### src/rtl/adc_port_regs.svh
// constants for the converter serial read port
`ifndef ADC_PORT_REGS_SVH
`define ADC_PORT_REGS_SVH
`define WORD_BITS 16
`define LEAD_ZEROS 4
`define TRACK_AFTER_FALLS 13
`define LAST_LAUNCH_FALL 15
`define FRAME_FALLS 16
`define PD_MIN_FALLS 2
`define PD_MAX_FALLS 10
`define WAKE_FALLS 10
`define RESULT_WIDTH 12
`endif

### src/rtl/adc_port_pkg.sv
// types for the converter serial read port
package adc_port_pkg;
	typedef enum logic [1:0] {
		PWR_NORMAL,
		PWR_DOWN
	} pwr_mode_e;
	typedef logic [4:0] fall_cnt_t;
endpackage

### src/rtl/pin_sync.sv
// two-stage synchroniser for a group of pin inputs
`timescale 1ns/10ps
module pin_sync #(
	parameter int WIDTH = 1
) (
	// clock and reset
	input wire logic clk,
	input wire logic rst_n,
	// pins and synchronised copies
	input wire logic [WIDTH-1:0] pin_in,
	output logic [WIDTH-1:0] pin_sync_q
);
	logic [WIDTH-1:0] meta_q;

	// first stage is read only by the second stage;
	// reset to ones, the idle level of the link pins, so no false edge follows reset
	always_ff @(posedge clk or negedge rst_n) begin
		if (!rst_n) begin
			meta_q <= '1;
			pin_sync_q <= '1;
		end else begin
			meta_q <= pin_in;
			pin_sync_q <= meta_q;
		end
	end
endmodule

### src/rtl/adc_serial_read_port.sv
// serial read port and conversion sequencer of a sampling converter
`timescale 1ns/10ps
`include "adc_port_regs.svh"

module adc_serial_read_port
	import adc_port_pkg::*;
(
	// clock and reset
	input wire logic clk,
	input wire logic rst_n,
	// link pins from the host
	input wire logic cs_n,
	input wire logic sclk,
	// converter core
	input wire logic [`RESULT_WIDTH-1:0] result_in,
	output logic sample_hold_q,
	output logic powered_q,
	// serial data pin, enable low while driving
	output logic serial_result_out,
	output logic serial_result_oe_n
);
	logic [1:0] pins_s;
	logic cs_n_s;
	logic sclk_s;
	logic cs_n_prev_q;
	logic sclk_prev_q;
	logic cs_fall;
	logic cs_rise;
	logic sclk_fall;
	logic sclk_rise;
	fall_cnt_t falls_q;
	logic active_q;
	logic [`WORD_BITS-1:0] shift_q;
	logic drive_q;
	logic track_pending_q;
	pwr_mode_e mode_q;
	logic waking_q;

	// pad a result of up to 12 bits into the 16-bit frame word
	function automatic logic [`WORD_BITS-1:0] frame_word(input logic [`RESULT_WIDTH-1:0] r);
		logic [`WORD_BITS-1:0] w;
		w = '0;
		w[`WORD_BITS-`LEAD_ZEROS-1 -: `RESULT_WIDTH] = r;
		return w;
	endfunction

	// ----------------------------------------
	// pin synchronisers and edge detection
	// ----------------------------------------
	pin_sync #(
		.WIDTH(2)
	) u_sync (
		.clk(clk),
		.rst_n(rst_n),
		.pin_in({cs_n, sclk}),
		.pin_sync_q(pins_s)
	);
	assign cs_n_s = pins_s[1];
	assign sclk_s = pins_s[0];

	// history resets to the idle-high pin level, matching the synchroniser, so no phantom frame starts
	always_ff @(posedge clk or negedge rst_n) begin
		if (!rst_n) begin
			cs_n_prev_q <= 1'b1;
			sclk_prev_q <= 1'b1;
		end else begin
			cs_n_prev_q <= cs_n_s;
			sclk_prev_q <= sclk_s;
		end
	end
	assign cs_fall = cs_n_prev_q & ~cs_n_s;
	assign cs_rise = ~cs_n_prev_q & cs_n_s;
	// serial clock edges count only inside a frame
	assign sclk_fall = sclk_prev_q & ~sclk_s & ~cs_n_s;
	assign sclk_rise = ~sclk_prev_q & sclk_s & ~cs_n_s;

	// ----------------------------------------
	// frame sequencing
	// ----------------------------------------
	// falling edge count; saturates at 16 so extra clocks do nothing
	always_ff @(posedge clk or negedge rst_n) begin
		if (!rst_n) begin
			falls_q <= '0;
			active_q <= 1'b0;
		end else if (cs_fall) begin
			falls_q <= '0;
			active_q <= 1'b1;
		end else if (cs_rise) begin
			active_q <= 1'b0;
		end else if (active_q && sclk_fall) begin
			falls_q <= falls_q + 5'd1;
			if (falls_q == 5'(`FRAME_FALLS - 1)) begin
				active_q <= 1'b0;
			end
		end
	end

	// output shifter: first zero at cs fall, next bit per falling edge
	always_ff @(posedge clk or negedge rst_n) begin
		if (!rst_n) begin
			shift_q <= '0;
		end else if (cs_fall) begin
			shift_q <= frame_word(result_in);
		end else if (active_q && sclk_fall) begin
			shift_q <= {shift_q[`WORD_BITS-2:0], 1'b0};
		end
	end
	assign serial_result_out = shift_q[`WORD_BITS-1];

	// output driver; the pin enable is its own flop so the port has no gate behind it
	always_ff @(posedge clk or negedge rst_n) begin
		if (!rst_n) begin
			drive_q <= 1'b0;
			serial_result_oe_n <= 1'b1;
		end else if (cs_fall) begin
			drive_q <= 1'b1;
			serial_result_oe_n <= 1'b0;
		end else if (cs_rise) begin
			drive_q <= 1'b0;
			serial_result_oe_n <= 1'b1;
		end else if (active_q && sclk_fall && falls_q == 5'(`FRAME_FALLS - 1)) begin
			drive_q <= 1'b0;
			serial_result_oe_n <= 1'b1;
		end
	end

	// ----------------------------------------
	// track and hold control
	// ----------------------------------------
	// hold at cs fall; track on the rising edge after the 13th fall,
	// or on the first edge when waking from power-down
	always_ff @(posedge clk or negedge rst_n) begin
		if (!rst_n) begin
			sample_hold_q <= 1'b0;
			track_pending_q <= 1'b0;
		end else if (cs_fall) begin
			sample_hold_q <= 1'b1;
			track_pending_q <= 1'b0;
		end else begin
			if (active_q && sclk_fall && falls_q == 5'(`TRACK_AFTER_FALLS - 1)) begin
				track_pending_q <= 1'b1;
			end
			if (track_pending_q && sclk_rise) begin
				sample_hold_q <= 1'b0;
				track_pending_q <= 1'b0;
			end
			if (waking_q && active_q && (sclk_rise || sclk_fall) && falls_q == '0) begin
				sample_hold_q <= 1'b0;
			end
		end
	end

	// ----------------------------------------
	// power mode
	// ----------------------------------------
	// a short frame may only be a glitch, so below two falls nothing changes
	always_ff @(posedge clk or negedge rst_n) begin
		if (!rst_n) begin
			mode_q <= PWR_NORMAL;
			waking_q <= 1'b0;
		end else if (cs_fall) begin
			waking_q <= (mode_q == PWR_DOWN);
		end else if (cs_rise && active_q) begin
			if (falls_q >= 5'(`PD_MIN_FALLS) && falls_q < 5'(`PD_MAX_FALLS)) begin
				mode_q <= PWR_DOWN;
			end
			waking_q <= 1'b0;
		end else if (active_q && sclk_fall && falls_q == 5'(`WAKE_FALLS - 1)) begin
			mode_q <= PWR_NORMAL;
		end
	end

	// fully powered only when normal and no wake frame is still running
	always_ff @(posedge clk or negedge rst_n) begin
		if (!rst_n) begin
			powered_q <= 1'b1;
		end else begin
			powered_q <= (mode_q == PWR_NORMAL) && !(waking_q && active_q);
		end
	end

	// ----------------------------------------
	// checks
	// ----------------------------------------
	a_cs_fall_drive: assert property (@(posedge clk) disable iff (!rst_n)
		cs_fall |=> drive_q && sample_hold_q)
		else $error("driver or hold not set after chip-select fall");
	a_abort_release: assert property (@(posedge clk) disable iff (!rst_n)
		cs_rise |=> !drive_q && !active_q)
		else $error("output not released on early chip-select rise");
	a_full_release: assert property (@(posedge clk) disable iff (!rst_n)
		(active_q && sclk_fall && falls_q == 5'd15 && !cs_rise && !cs_fall) |=> !drive_q && falls_q == 5'd16)
		else $error("output not released on sixteenth fall");
	a_first_zero: assert property (@(posedge clk) disable iff (!rst_n)
		cs_fall |=> serial_result_out == 1'b0)
		else $error("first bit is not a leading zero");
	a_shift_step: assert property (@(posedge clk) disable iff (!rst_n)
		(active_q && sclk_fall && !cs_fall && !cs_rise) |=> shift_q == {$past(shift_q[14:0]), 1'b0})
		else $error("shifter did not advance one bit");
	a_pd_enter: assert property (@(posedge clk) disable iff (!rst_n)
		(cs_rise && active_q && falls_q >= 5'd2 && falls_q < 5'd10) |=> mode_q == PWR_DOWN)
		else $error("power-down not entered");
	a_glitch_keep: assert property (@(posedge clk) disable iff (!rst_n)
		(cs_rise && falls_q < 5'd2 && mode_q == PWR_NORMAL) |=> mode_q == PWR_NORMAL)
		else $error("glitch frame changed the power mode");
	a_wake_up: assert property (@(posedge clk) disable iff (!rst_n)
		(active_q && sclk_fall && falls_q == 5'd9 && !cs_rise && !cs_fall) |=> mode_q == PWR_NORMAL)
		else $error("device did not wake after tenth fall");
	a_track_return: assert property (@(posedge clk) disable iff (!rst_n)
		(track_pending_q && sclk_rise && !cs_fall) |=> !sample_hold_q)
		else $error("sampler not back in track");
	c_full_frame: cover property (@(posedge clk) disable iff (!rst_n)
		active_q && sclk_fall && falls_q == 5'd15);
	c_power_down: cover property (@(posedge clk) disable iff (!rst_n)
		$rose(mode_q == PWR_DOWN));
	c_wake: cover property (@(posedge clk) disable iff (!rst_n)
		$fell(mode_q == PWR_DOWN));
endmodule

### config.mk
export PLATFORM = sky130hd
export DESIGN_NAME = adc_serial_read_port
export DESIGN_NICKNAME = d
export VERILOG_FILES = /design/src/rtl/adc_port_pkg.sv /design/src/rtl/pin_sync.sv /design/src/rtl/adc_serial_read_port.sv
export VERILOG_INCLUDE_DIRS = /design/src /design/src/rtl
export SDC_FILE = /design/constraint.sdc
export NUM_CORES = 1
export LEC_CHECK = 0
export BUFFER_PORTS_ARGS = -buffer_cell sky130_fd_sc_hd__buf_2
export CAP_MARGIN = 20
export CORE_ASPECT_RATIO = 1.25
export CORE_MARGIN = 2
export CORE_UTILIZATION = 56
export DETAILED_ROUTE_END_ITERATION = 12
export GPL_TIMING_DRIVEN = 1
export HOLD_SLACK_MARGIN = 0.08
export PLACE_DENSITY = 0.88
export SYNTH_ARGS = -nofsm -noshare
export SYNTH_HDL_FRONTEND = slang
export SYNTH_SLANG_ARGS = --single-unit
### constraint.sdc
create_clock -name clk -period 2 [get_ports clk]
set_input_delay 0.1 -clock clk [delete_from_list [all_inputs] [get_ports clk]]
set_output_delay 0.1 -clock clk [all_outputs]
set_load 0.02 [all_outputs]
==> results of run 1 <==
-- synthesized netlist by cell type (all sizes together) (2+ instances only) --
master,instances,area (sq um)
nand3,2,10.01
ha,8,100.1
clkbuf,5,18.77
dfrtp,26,650.6
buf,6,48.79
a21o,2,15.01
dfstp,8,210.2
a211o,2,17.52
o21ai,15,75.07
nor2b,2,12.51
nor3,3,15.01
inv,7,26.28
and3,2,12.51
nand2,29,108.9
a21oi,6,30.03
nor4,2,12.51
mux2i,12,120.1
o311ai,2,17.52
o41ai,2,25.03
-- cell families (layout without fill, tap and decap cells) --
family,count (synthesis),count (layout),synth area share (%)
muxes,12,12,7.246
adders and majority gates,8,8,6.038
AOI/OAI and AO/OA,34,34,13.43
DFF,34,34,51.92
and+or+nand+nor,49,49,15.17
buffers and inverters,18,52,5.660
xor gates and xnor gates,1,1,0.5284
-- state kept, by name, indices dropped and copies added (netlist names) --
name,flops
serial_result_oe_n,1
mode_q,1
powered_q,1
shift_q,16
track_pending_q,1
u_sync.meta_q,2
waking_q,1
sclk_prev_q,1
cs_n_prev_q,1
sample_hold_q,1
active_q,1
falls_q,5
u_sync.pin_sync_q,2
-- worst max-delay path: cells and delay by family (launching register included) --
kind	cells	cell delay (ns)
flops	1	0.61
compound gates	1	0.13
buf+inv	2	0.34
fa+ha+maj	1	0.34
simple gates	1	0.36
-- stage by stage --
step                power [mW]  utilization (%)  hold WS [ns]
floorplan                1.040                -       -0.1956
global placement         1.110            60.65        0.1807
detailed placement       1.135            60.65        0.1949
CTS                      1.549            67.92        0.3633
global route             1.635            67.92        0.3673
finish                   1.558            67.92        0.3479
-- cells in the final DEF (no fill, tap or decap), types with 2 or more instances in the layout --
cell	instances
a211o_1	2
a21o_1	2
a21oi_1	6
and3_1	2
buf_2	19
buf_4	3
clkbuf_4	5
dfrtp_1	26
dfstp_2	8
dlygate4sd3_1	15
ha_1	8
inv_1	7
mux2i_1	12
nand2_1	29
nand3_1	2
nor2b_1	2
nor3_1	3
nor4_1	2
o21ai_0	15
o311ai_1	2
-- power by group through the flow --
stage,clock network (mW),logic (mW),registers [mW]
after CTS,0.403,0.282,0.864
final,0.398,0.288,0.872
after global placement,0,0.240,0.870
after global routing,0.430,0.323,0.882
after detailed placement,0,0.258,0.877
after floorplan,0,0.165,0.875
-- metal layers --
layer / part of all wire, % / up-vias / GRT usage [%]
met5: 0 / - / 0
met4: 3.6 / 0 / 13.78
met3: 4.0 / 17 / 7.834
met2: 53 / 36 / 41.72
met1: 39 / 632 / 27.94
li1: - / 604 / -
-- final timing paths --
kind	to	slack, ns	cells past startpoint
max reg2reg	falls_q[4]	0.15	5
max	falls_q[4]	0.15	5
min	sample_hold_q	0.35	2
min reg2reg	u_sync.pin_sync_q[1]	0.36	0
min in group clk	u_sync.pin_sync_q[1]	0.36	0
max in group asynchronous	shift_q[3]	1.19	2
-- area by class of cell --
| type | count | area [sq um] |
|---|---|---|
| inverters | 7 | 26.28 |
| clock inverters | 1 | 5.005 |
| well taps | 36 | 45.04 |
| fillers | 190 | 927.1 |
| multi-input cells | 104 | 703.2 |
| repair buffers | 37 | 267.8 |
| flip-flops and latches | 34 | 860.8 |
| clock buffers | 7 | 55.05 |
==> run metrics, run 1 <==
# resized after CTS 0; sequential area share after synthesis between 50% and 60%; worst slew pin tran around 0.7 ns; CP Launch Type register; initial DRC count 28; postcts setup bufs 0; Post-synth EDFFs 0; largest net degree at the start of global routing 35; IO Port Bufs 19; cells after synthesis between 150 and 200; number of synthesized register bits 34; Comb pwr share a little under a fifth; clk slew on worst S/H paths approximately 0.10 ns; Final Max Slew Viols 0; Async S/R FF share, synth 100.0%; cell-internal power ~1.1 mW; Core Box Area 0.002890 sq mm; drt total wl about 3700 um; run status completed; crit-path cells inv_1, ha_1, buf_4, nor4_1, a21o_1; sequential share of power 56.0%; H-tree levels 2; Max stage delay cell, worst path dfstp_2; crit path DAT about 2.1 ns; maximum clock frequency between 500 and 600 MHz; total number of vias 1289; final hold vios 0; RSZ-0062 raised after global routing no; worst setup margin about 0.15 ns; Clock power frac between 20% and 30%; Initial Util between 50% and 60%; Clock Path Buffers 2; hold_buf cts 15; Sw Share a little under 30%; vias in the first global route roughly 1400; placed cells 203; top_reg_cell synth dfrtp_1; crit path kind register to register; CTS tree built; Congestion Overflow GR 0; Die Y ~65 um; worst-skew pair later-pin latency roughly 0.34 ns; Root Driver clkbuf_4; Rows 22; Crit. End Element register; syn avg cell area roughly 11 sq um; DR vias/cell 5.704; critical path peak fanout 29; final instance area just under 0.002 sq mm; power density over the cells 793.5 mW/mm^2; clk sinks 34; fin cells roughly 230; n_diodes 0; Yosys warnings 0; Tcrit/Tclk final between 90% and 100%; Post-Syn Area approximately 0.0017 sq mm; GPL Wtd Cong between 0.7 and 0.8; die area 0.003414 sq mm; Inserted Clock Buffers 5; global-route total usage across every layer between 20% and 30%; Max IR drop VDD 0.7335 mV; post-DP HPWL ~2100 um; Chip Width between 50 and 60 um; DR pass1 iterations 4; DR WL/cell roughly 16 um; switching power ~0.46 mW; final setup violating endpoints 0; initial antenna violation count 0; Worst Skew between 0.004 and 0.005 ns; Max stage delay on crit path just over 0.6 ns; Pleak 0.9312 nW; I/O Pins 20; fin crit period ~1.8 ns; syn_nets 180; Placed Area approximately 0.0018 sq mm; TNS Setup 0 ns; post-place setup slack roughly 0.25 ns; max-cap violations 0; Routed Antenna Nets 0; first-pass GRT wire length just over 6000 um; Final #Nets 213; Rel. slew slack around 52%; proportion of layout cells with a drive suffix above 1 21.58%; Syn-to-layout area delta 18.41%; Synth cell types 36; worst r2r src u_sync.pin_sync_q[1]; final routed DRC violation total 0; CP Launch Point u_sync.pin_sync_q[1]; worst min-delay path category input port to async pin; WP data required around 2.3 ns
(Power assumes the default switching activity.)
==> inputs of run 2 (changes only) <==
- CORE_UTILIZATION: 56 -> 45
- CTS_CLUSTER_SIZE: default -> 8
- PLACE_DENSITY: 0.88 -> 0.78
- clock period: 2 -> 1.6 ns (I/O delays scaled with it)
==> run 2 against run 1 <==
Effect of this change:
- cell count increased by 5.8%
- clock power increased by 55%
- die area increased by 23%
==> run metrics, run 2 (synthesis gave the netlist of run 1 again) <==
run status completed; worst slew pin tran ~0.73 ns; power density over the cells 983.0 mW/mm^2; largest net degree at the start of global routing 35; most common cell after layout, fill and taps aside nand2_1; final setup violating endpoints 0; WP data required approximately 1.8 ns; proportion of layout cells with a drive suffix above 1 a little under a third; total number of vias about 1300; GPL Wtd Cong 0.7911; Worst Hold Slack roughly 0.36 ns; DR WL/cell around 14 um; initial DRC count 28; Rel. slew slack 51.57%; Max stage delay cell, worst path dfstp_2; critical path peak fanout 9; final routed DRC violation total 0; fin crit period around 1.6 ns; clk slew on worst S/H paths ~0.060 ns; Worst Skew 0.002147 ns; H-tree levels 2; final core utilization ~61%; worst r2r src cs_n_prev_q; fin cells 239; most frequent cells in the layout nand2_1, dfrtp_1, buf_2; Pleak between 1 and 1.5 nW; Inserted Clock Buffers 5; WHS Path Cells 0; global-route total usage across every layer between 10% and 20%; Hold Crit Start u_sync.meta_q[0]; IO Port Bufs 19; RSZ-0062 raised after global routing yes; Final #Nets around 220; crit path kind register to register; FILL cells ~290; Register Area ~860 sq um; Pwr Total ~2.1 mW; initial antenna violation count 0; clk sinks 34; Comb pwr share between 10% and 20%; Max IR drop VDD a little under 1 mV; worst r2r dst falls_q[2]; worst min-delay path category register to register; Rows 24; switching power between 0.5 and 0.6 mW; post-place setup slack -0.01377 ns; CTS tree built; final hold vios 0; cell-internal power roughly 1.5 mW; TNS Setup 0 ns; drt total wl between 3000 and 4000 um; Initial Util between 40% and 50%; Final Max Slew Viols 0; Congestion Overflow GR 0; r2r setup slk 0.02 ns; I/O Pins 20; Clock Path Buffers 2; Top reg by flops shift_q; Core Box Area roughly 0.0035 sq mm; Clock power frac about 29%; crit path DAT about 1.7 ns; DR vias/cell 5.393; crit path to falls_q[2]; worst setup margin roughly 0.019 ns; Tcrit/Tclk final 98.80%; vias in the first global route 1300; CP Launch Type register; crit-path cells buf_12, ha_4, buf_6, nor3_2, and3_1, a211o_1; Root Driver clkbuf_8; Top Registers shift_q x16, falls_q x5; Multi-input gate area around 740 sq um; Routed Antenna Nets 0; final instance area about 0.0021 sq mm; Crit. End Element register; DR pass1 iterations 4; die area ~0.0042 sq mm; R2R depth 6; max-cap violations 0; CP Launch Point cs_n_prev_q; maximum clock frequency between 600 and 700 MHz; first-pass GRT wire length roughly 6000 um; Die Y about 70 um; Placed Area roughly 0.0018 sq mm; Sw Share 26.64%; n_diodes 0; worst-skew pair later-pin latency roughly 0.27 ns; Chip Width slightly below 60 um; sequential share of power around half; Largest register FFs 16; post-DP HPWL about 2200 um; Syn-to-layout area delta 28.68%; Max stage delay on crit path ~0.57 ns; placed cells 215
==> run 2: worst min path at each step <==
stage / end / slack (ns)
floorplan: active_q / -0.22
global placement: sample_hold_q / 0.17
detailed placement: sample_hold_q / 0.19
CTS: u_sync.pin_sync_q[0] / 0.36
global route: u_sync.pin_sync_q[1] / 0.37
finish: u_sync.pin_sync_q[0] / 0.36
==> run 2: timing repair <==
action / 4_1_cts / 5_1_grt
setup endpoints to repair: 2 / 10
gates resized for setup: 3 / 11
endpoints found under the hold margin: 40 / 0
setup buffers: 1 / 1
hold buffers: 15 / 0
gates cloned: 0 / 0
pin swaps: 0 / 0
==> run 2: power by group through the flow <==
stage / combinational (mW) / sequential, mW / clock (mW)
after detailed placement: 0.357 / 1.08 / 0
after global placement: 0.342 / 1.08 / 0
final: 0.407 / 1.07 / 0.617
after floorplan: 0.209 / 1.09 / 0
after CTS: 0.393 / 1.07 / 0.642
after global routing: 0.460 / 1.09 / 0.681
==> run 2: final cells by class <==
cell class | instances | share of cell area (%)
multi-input combinational | 104 | 34.72
tap | 39 | 2.287
timing repair buffer | 48 | 17.36
sequential | 34 | 40.35
clock buffer | 7 | 4.047
inverter | 7 | 1.232
==> run 2: critical path, delay by kind of cell (launching register included) <==
family / cells / cell delay (ns)
AOI/OAI and AO/OA: 1 / 0.23
buffers and inverters: 2 / 0.25
DFF: 1 / 0.57
and+or+nand+nor: 2 / 0.24
adders and majority gates: 1 / 0.17
==> run 2: layer usage <==
layer	track usage, %	share of wire [%]
met3	4.693	3.0
met1	22.07	42
met5	0	0
met2	31.71	53
met4	7.752	1.4
